<file path="src/misc_glue_map.svh">
// Offsets, field positions and reset values for the runtime glue register slice.
// Assumes an 8-bit register address and 8-bit data on the software port.
`ifndef MISC_GLUE_MAP_SVH
`define MISC_GLUE_MAP_SVH

// ==========================================================================
// Register offsets
`define OFS_FORCE_MEDIA 8'h18
`define OFS_RATE_SHADOW 8'h19
`define OFS_SER1_SHADOW 8'h1A
`define OFS_IRQ_BANK_A 8'h1B
`define OFS_IRQ_BANK_B 8'h1C
`define OFS_SER2_SHADOW 8'h1D
`define OFS_RSVD_LOW 8'h1E
`define OFS_RSVD_HIGH 8'h1F
`define OFS_EVENT_STATUS 8'h20
`define OFS_EVENT_MASK 8'h21

// ==========================================================================
// Field positions and masks
`define FORCE_LATCH_BIT 0
`define BANK_A_RSVD_BIT 0
`define RATE_SHADOW_MASK 8'hDF
`define FIFO_SHADOW_MASK 8'hCF
`define EVT_LATCH_CLEARED 0
`define EVT_MEDIA_CHANGED 1

// ==========================================================================
// Reset values
`define RST_FORCE_LATCH 1'b1
`define RST_IRQ_BANK 8'hFF
`define RST_EVENTS 2'h0
`define READ_ZERO 8'h00

`endif

</file>
<file path="src/misc_glue_pkg.sv">
// Types shared by the runtime glue register slice.
// Assumes misc_glue_map.svh supplies all numeric constants.
`default_nettype none

package misc_glue_pkg;

  // ========================================================================
  // Software register port
  typedef struct packed {
    logic [7:0] addr;
    logic [7:0] wdata;
    logic wr;
    logic rd;
  } reg_req_type;

  // ========================================================================
  // Shadow inputs from the floppy and serial cores
  typedef struct packed {
    logic [7:0] rate;
    logic [7:0] serial1_fcr;
    logic [7:0] serial2_fcr;
  } shadow_type;

  // ========================================================================
  // Whole state of the block
  typedef struct packed {
    logic force_latch;
    logic [7:0] bank_a;
    logic [7:0] bank_b;
    logic [7:0] rd_data;
    logic step_prev;
    logic media_flag;
    logic [15:0] frames_n;
    logic [1:0] events;
    logic [1:0] mask;
    logic irq;
  } state_type;

endpackage

`default_nettype wire

</file>
<file path="src/misc_runtime_regs.sv">
// Runtime glue register slice: forced media change, floppy and serial
// shadows, and two software interrupt-generating banks.
// Assumes all inputs are synchronous to CORE_CLK and that the serial IRQ
// encoder samples IRQ_FRAME_N with its own ordinary frame timing.
//
// Decided for this implementation: the address-and-strobe port.
`include "misc_glue_map.svh"
`default_nettype none

// How it works
// - Bit 0 at 0x18: write-one set, resets to one
// - Latch cleared only by step with drive select
// - Media flag = (DRIVE_SELECT0_N AND latch) OR MEDIA_CHANGE_IN_N
// - Floppy rate shadow read-only at 0x19
// - First serial FIFO control shadow at 0x1A
// - Second serial FIFO control shadow at 0x1D
// - Bank A bits 7:1 drive frames 7..1
// - Bank B bits 0..7 drive frames 8..15
// - Banks act only while configuration enable set
// - Banks read back; written value is stored, except bank A bit 0, which keeps its value
// - Zero bank bit overrides other frame sources
// - Only software writes and HARD_RESET (back to all ones) change bank bits
// - Offsets 0x1E and 0x1F read zero
module misc_runtime_regs (
  input wire logic CORE_CLK,
  input wire logic NRST,
  input wire logic [7:0] ADDR,
  input wire logic [7:0] WR_DATA,
  input wire logic WR_STB,
  input wire logic RD_STB,
  output logic [7:0] RD_DATA,
  input wire logic [7:0] FLOPPY_RATE_IN,
  input wire logic [7:0] SERIAL1_FCR_IN,
  input wire logic [7:0] SERIAL2_FCR_IN,
  input wire logic HEAD_STEP_PULSE_N,
  input wire logic DRIVE_SELECT0_N,
  input wire logic MEDIA_CHANGE_IN_N,
  output logic MEDIA_CHANGED_FLAG,
  input wire logic IRQ_GEN_ENABLE,
  input wire logic HARD_RESET,
  input wire logic [15:0] IRQ_SOURCE_N,
  output logic [15:0] IRQ_FRAME_N,
  output logic IRQ
);
  import misc_glue_pkg::*;

  // ========================================================================
  // Reset release
  // Assertion is asynchronous, release goes through two flops so every
  // register leaves reset on the same edge.
  logic rst_meta_n;
  logic rst_n;

  always_ff @(posedge CORE_CLK or negedge NRST) begin
    if (!NRST) begin
      rst_meta_n <= 1'b0;
      rst_n <= 1'b0;
    end else begin
      rst_meta_n <= 1'b1;
      rst_n <= rst_meta_n;
    end
  end

  // ========================================================================
  // Decoding helpers
  function automatic logic hit(input logic [7:0] a, input logic [7:0] ofs);
    hit = (a == ofs);
  endfunction

  function automatic logic [7:0] merge_low_bank(
    input logic [7:0] cur,
    input logic [7:0] wd
  );
    // Writing zero clears a bit, writing one restores it: plain store of bits 7:1; bit 0 keeps its current value
    merge_low_bank = wd;
    merge_low_bank[`BANK_A_RSVD_BIT] = cur[`BANK_A_RSVD_BIT];
  endfunction

  // ========================================================================
  // Port bundles
  reg_req_type req;
  shadow_type shadow;

  always_comb begin
    req.addr = ADDR;
    req.wdata = WR_DATA;
    req.wr = WR_STB;
    req.rd = RD_STB;
  end

  always_comb begin
    shadow.rate = FLOPPY_RATE_IN;
    shadow.serial1_fcr = SERIAL1_FCR_IN;
    shadow.serial2_fcr = SERIAL2_FCR_IN;
  end

  // ========================================================================
  // State
  state_type state;
  state_type next_state;
  state_type reset_state;

  always_comb begin
    reset_state = '0;
    reset_state.force_latch = `RST_FORCE_LATCH;
    reset_state.bank_a = `RST_IRQ_BANK;
    reset_state.bank_b = `RST_IRQ_BANK;
    reset_state.rd_data = `READ_ZERO;
    reset_state.step_prev = 1'b1;
    reset_state.media_flag = 1'b0;
    reset_state.frames_n = {16{1'b1}};
    reset_state.events = `RST_EVENTS;
    reset_state.mask = `RST_EVENTS;
    reset_state.irq = 1'b0;
  end

  // ========================================================================
  // Write decode
  logic wr_force;
  logic wr_bank_a;
  logic wr_bank_b;
  logic wr_mask;
  logic rd_status;

  always_comb begin
    wr_force = req.wr && hit(req.addr, `OFS_FORCE_MEDIA);
    wr_bank_a = req.wr && hit(req.addr, `OFS_IRQ_BANK_A);
    wr_bank_b = req.wr && hit(req.addr, `OFS_IRQ_BANK_B);
    wr_mask = req.wr && hit(req.addr, `OFS_EVENT_MASK);
    rd_status = req.rd && hit(req.addr, `OFS_EVENT_STATUS);
  end

  // ========================================================================
  // Drive activity
  // A step falling edge while drive 0 is selected counts as drive activity.
  logic step_fall;
  logic drive_activity;

  always_comb begin
    step_fall = state.step_prev && !HEAD_STEP_PULSE_N;
    drive_activity = step_fall && !DRIVE_SELECT0_N;
  end

  // ========================================================================
  // Forced media-change latch
  logic next_latch;

  always_comb begin
    next_latch = state.force_latch;
    if (drive_activity) begin
      next_latch = 1'b0;
    end
    // A set write in the same cycle as drive activity wins
    if (wr_force && req.wdata[`FORCE_LATCH_BIT]) begin
      next_latch = 1'b1;
    end
  end

  // ========================================================================
  // Media-changed flag
  logic next_media_flag;

  always_comb begin
    next_media_flag = (DRIVE_SELECT0_N & next_latch) | MEDIA_CHANGE_IN_N;
  end

  // ========================================================================
  // Interrupt-generating banks
  // Software writes land here; the only hardware path is HARD_RESET, which reloads all ones.
  logic [7:0] next_bank_a;
  logic [7:0] next_bank_b;

  always_comb begin
    next_bank_a = state.bank_a;
    next_bank_b = state.bank_b;
    if (HARD_RESET) begin
      next_bank_a = reset_state.bank_a;
      next_bank_b = reset_state.bank_b;
    end else begin
      if (wr_bank_a) begin
        next_bank_a = merge_low_bank(state.bank_a, req.wdata);
      end
      if (wr_bank_b) begin
        next_bank_b = req.wdata;
      end
    end
  end

  // ========================================================================
  // Frame merge toward the serial IRQ encoder
  // Frame 0 has no bank bit, so it passes the other source straight through.
  logic [15:0] bank_frames_n;
  logic [15:0] next_frames_n;

  always_comb begin
    bank_frames_n = {next_bank_b, next_bank_a[7:1], 1'b1};
  end

  genvar f;
  generate
    for (f = 0; f < 16; f = f + 1) begin : g_frame
      always_comb begin
        // Low wins: with IRQ_GEN_ENABLE set, the bank pulls the frame down whatever the source does
        next_frames_n[f] = IRQ_SOURCE_N[f] & (bank_frames_n[f] | !IRQ_GEN_ENABLE);
      end
    end
  endgenerate

  // ========================================================================
  // Event status and mask
  logic [1:0] event_set;
  logic [1:0] next_events;
  logic [1:0] next_mask;

  always_comb begin
    event_set = 2'h0;
    event_set[`EVT_LATCH_CLEARED] = state.force_latch && !next_latch;
    event_set[`EVT_MEDIA_CHANGED] = next_media_flag && !state.media_flag;
  end

  always_comb begin
    next_events = state.events;
    if (rd_status) begin
      next_events = `RST_EVENTS;
    end
    // Setting beats the clear of a read in the same cycle
    next_events = next_events | event_set;
  end

  always_comb begin
    next_mask = state.mask;
    if (wr_mask) begin
      next_mask = req.wdata[1:0];
    end
  end

  // ========================================================================
  // Read mux
  // Data stand only in the cycle after the strobe; otherwise zero.
  logic [7:0] next_rd_data;

  always_comb begin
    next_rd_data = `READ_ZERO;
    if (req.rd) begin
      if (hit(req.addr, `OFS_FORCE_MEDIA)) begin
        next_rd_data[`FORCE_LATCH_BIT] = state.force_latch;
      end else if (hit(req.addr, `OFS_RATE_SHADOW)) begin
        next_rd_data = shadow.rate & `RATE_SHADOW_MASK;
      end else if (hit(req.addr, `OFS_SER1_SHADOW)) begin
        next_rd_data = shadow.serial1_fcr & `FIFO_SHADOW_MASK;
      end else if (hit(req.addr, `OFS_IRQ_BANK_A)) begin
        next_rd_data = state.bank_a;
      end else if (hit(req.addr, `OFS_IRQ_BANK_B)) begin
        next_rd_data = state.bank_b;
      end else if (hit(req.addr, `OFS_SER2_SHADOW)) begin
        next_rd_data = shadow.serial2_fcr & `FIFO_SHADOW_MASK;
      end else if (hit(req.addr, `OFS_RSVD_LOW) || hit(req.addr, `OFS_RSVD_HIGH)) begin
        next_rd_data = `READ_ZERO;
      end else if (hit(req.addr, `OFS_EVENT_STATUS)) begin
        next_rd_data[1:0] = state.events;
      end else if (hit(req.addr, `OFS_EVENT_MASK)) begin
        next_rd_data[1:0] = state.mask;
      end else begin
        next_rd_data = `READ_ZERO;
      end
    end
  end

  // ========================================================================
  // Next state
  always_comb begin
    next_state = state;
    next_state.force_latch = next_latch;
    next_state.bank_a = next_bank_a;
    next_state.bank_b = next_bank_b;
    next_state.rd_data = next_rd_data;
    next_state.step_prev = HEAD_STEP_PULSE_N;
    next_state.media_flag = next_media_flag;
    next_state.frames_n = next_frames_n;
    next_state.events = next_events;
    next_state.mask = next_mask;
    next_state.irq = |(next_events & next_mask);
  end

  // ========================================================================
  // Registers
  always_ff @(posedge CORE_CLK or negedge rst_n) begin
    if (!rst_n) begin
      state <= '0;
      state.force_latch <= `RST_FORCE_LATCH;
      state.bank_a <= `RST_IRQ_BANK;
      state.bank_b <= `RST_IRQ_BANK;
      state.step_prev <= 1'b1;
      state.frames_n <= {16{1'b1}};
    end else begin
      state <= next_state;
    end
  end

  // ========================================================================
  // Outputs, all straight from flops
  always_comb begin
    RD_DATA = state.rd_data;
    MEDIA_CHANGED_FLAG = state.media_flag;
    IRQ_FRAME_N = state.frames_n;
    IRQ = state.irq;
  end

endmodule // misc_runtime_regs

`default_nettype wire

</file>
<file path="config.mk">
export PLATFORM = sky130hd
export DESIGN_NAME = misc_runtime_regs
export DESIGN_NICKNAME = d
export VERILOG_FILES = /design/src/misc_glue_pkg.sv /design/src/misc_runtime_regs.sv
export VERILOG_INCLUDE_DIRS = /design/src
export SDC_FILE = /design/constraint.sdc
export NUM_CORES = 1
export LEC_CHECK = 0
export ABC_AREA = 1
export BUFFER_PORTS_ARGS = -buffer_cell sky130_fd_sc_hd__buf_2
export CAP_MARGIN = 5
export CORE_MARGIN = 3
export CORE_UTILIZATION = 25
export CTS_CLUSTER_DIAMETER = 80
export DETAILED_ROUTE_END_ITERATION = 6
export REMOVE_ABC_BUFFERS = 1
export SYNTH_ARGS = -nofsm -noshare
export SYNTH_HDL_FRONTEND = slang
export SYNTH_SLANG_ARGS = --single-unit
</file>
<file path="constraint.sdc">
create_clock -name CORE_CLK -period 2.6 [get_ports CORE_CLK]
set_input_delay 0.26 -clock CORE_CLK [delete_from_list [all_inputs] [get_ports CORE_CLK]]
set_output_delay 0.26 -clock CORE_CLK [all_outputs]
set_load 0.005 [all_outputs]
</file>
==> results.toml <==
[global_routing]
grt_usage_pct = 12.1
grt_max_degree = 42
grt-ovfl-total = 0
antenna_found_initial = 1
grt_first_pass_wirelength_mm = 10.5
grt_pass1_vias = 2040

[logic_synthesis]
yosys.area.top_type_share_pct = 35.9
yosysMostFrequentCell = "nand2_1"
synth_top_family_by_area = "simple AND/OR/NAND/NOR gates"
yosysTopAreaCell = "dfstp_2"
async_flop_share_pct = 100
synth-xor-area-share_pct = 0
ys_seq_area_share_pct = 51.9
ys_ff_latch = 50
synth_compound_area_share_pct = 8.84
yosys.area_share.simple_pct = 26.4
synth_edf_count = 0
yosys_warnings = 0
synthFlopType = "dfstp_2"
synthAdderAreaFrac_pct = 0
syn_area_mm2 = 0.00249
synth_mux_area_share_pct = 0
synthTopCellsByCount = "80 x nand2_1, 34 x dfstp_2, 28 x nand3_1, 27 x inv_1, 24 x buf_4"
syn-mean-instance-area_um2 = 8.59
synth_area_leaders = "dfstp_2 36%, dfrtp_1 16%, nand2_1 12%"
synthCells = 290
synth.distinct_cells = 28

[clock_network]
cts-resized-gates = 0
clock-root-buffer = "clkbuf_8"
cts_setup_buffers = 0
cts_tree = "done"
cts.sinks = 50
clockBufferDepth = 2
clk_latency_ns = 0.30
numCtsBuffers = 5
ctsHoldBuffers = 1
clk_pin_slew_ns = 0.09
h-tree-depth = 2

[status]
outcome = "complete, no violations"

[setup_path]
reg2reg_depth = 9
end_kind = "flop"
path_class = "input pin to flop"
r2r-end = "IRQ$_DFF_PN0_"
startpoint_type = "input pin"
rrSetupSlack_ns = 1.43
cp_max_fo = 14
timing.rr.start = "state[22]$_DFF_PN1_"
required_ns = 2.83
cp.arrival_ns = 1.78

[floorplan]
io_pins = 91
fp-row-count = 35
chipWidth_um = 106
start_util_pct = 26.3
core_mm2 = 0.00946
die_h_um = 106
die_area_mm2 = 0.0112

[timing]
whs_ns = 0.0495
drv_slew = 0
hold_viol = 0
setup-tns-final_ns = 0
finalSetupViolCount = 0
fin_crit_ns = 1.55
max-slew-margin-rel_pct = 40.9
finClkSkew_ns = 0.0100
rsz0062_at_grt = "false"
period_share_pct = 59.6
fmax_ghz = 0.645
worst_slew_pin_slew_ns = 0.887

[layout]
area_growth_pct = 19.6
drive_gt1_share_pct = 40.5
antenna_cells = 0
regArea_mm2 = 0.00129
final_area_mm2 = 0.00298
multi_input_area_um2 = 882
fin_nets = 422
fill_cells = 1064
fin_cells = 487

[hold_path]
hp-start = "IRQ_SOURCE_N[0]"
hold-path-cell-count = 1
hold_path.class = "input pin to flop"
worst_hold_path.endpoint = "IRQ_FRAME_N[0]$_DFF_PN1_"

[place]
gp_congestion = 0.788
dp_cells = 478
placed_cell_area_mm2 = 0.00289
io_buffers = 85
dp_hpwl_mm = 5.14

[routing]
drc = 0
via_count = 2014
dr.pass1.iters = 4
drtIter0Drc = 118
vias_per_cell = 4.14
routed_wl_mm = 6.49
wl_per_cell_um = 13.3
detail-route-antenna-nets = 0

[run]
maxCapViolations = 0

[power_and_ir_drop]
ir_drop_v = 0.000169
power.density_mw_per_mm2 = 475
power_leakage_nw = 1.52
area by class of cell:
type	instances	share of cell area [%]
Sequential cell	50	43.5
Multi-Input combinational cell	182	29.6
Timing Repair Buffer	87	14.9
Tap cell	129	5.42
Inverter	31	3.90
Clock buffer	6	2.43
Clock inverter	2	0.336
how the worst max path moves through the flow:
| stage | cells past startpoint | start | slack (ns) | endpoint |
|---|---|---|---|---|
| after floorplan | 0 | rst_n$_DFF_PN0_ | 1.16 | IRQ$_DFF_PN0_ |
| after CTS | 10 | ADDR[6] | 1.08 | IRQ_FRAME_N[11]$_DFF_PN1_ |
| after detailed placement | 10 | ADDR[6] | 0.75 | IRQ_FRAME_N[11]$_DFF_PN1_ |
| after global placement | 10 | ADDR[5] | 0.81 | IRQ_FRAME_N[15]$_DFF_PN1_ |
| after global routing | 10 | ADDR[6] | 0.93 | IRQ_FRAME_N[11]$_DFF_PN1_ |
| final | 10 | ADDR[6] | 1.05 | IRQ_FRAME_N[11]$_DFF_PN1_ |
kinds of logic after synthesis:
| logic type | count (synthesis) |
|---|---|
| AO/OA/AOI/OAI | 35 |
| buffers and inverters | 58 |
| flip-flops | 50 |
| other | 1 |
| AND/OR/NAND/NOR | 146 |
critical path, stage by stage:
cell	delay [ns]
buf_2	0.10
inv_1	0.05
nand2_1	0.09
nor2_4	0.29
nand2_2	0.14
nor2_4	0.23
inv_2	0.13
nand2_1	0.08
nand3_1	0.16
o21a_1	0.24
where the power goes:
part | internal [mW] | switching [mW] | total (mW)
Clock | 0.187 | 0.257 | 0.445
Combinational | 0.0638 | 0.0722 | 0.136
Sequential | 0.814 | 0.0205 | 0.835
layer usage:
metal  routed length, um  track usage (%)  vias to the layer above
li1                    -                -                     1028
met5                   7                0                        -
met4                  65             3.05                        2
met3                 377             3.92                        7
met2                3060             19.8                       58
met1                2970             15.4                      919
sequential cells by signal, indices dropped and copies added (netlist names):
signal / count
rst_meta_n: 1
IRQ_FRAME_N: 16
RD_DATA: 8
IRQ: 1
rst_n: 1
state: 22
MEDIA_CHANGED_FLAG: 1
per-stage QoR:
stage	total power, mW	worst slack, ns	utilization (%)
global route	1.50	0.926	31.5
detailed placement	0.986	0.754	30.5
floorplan	0.899	1.16	-
CTS	1.45	1.08	31.5
global placement	0.983	0.811	30.5
finish	1.42	1.05	31.5
layout by cell type, fill, tap and decap left out, types with 4 or more instances in the layout:
cell	instances
nor2_1	21
nand2_1	80
nand3_1	28
inv_1	27
inv_2	4
dfstp_2	34
buf_2	85
clkbuf_8	5
a21oi_1	7
dfrtp_1	15
o21ai_0	10
o21a_1	13
No activity file was read; power rests on OpenSTA's default activity.
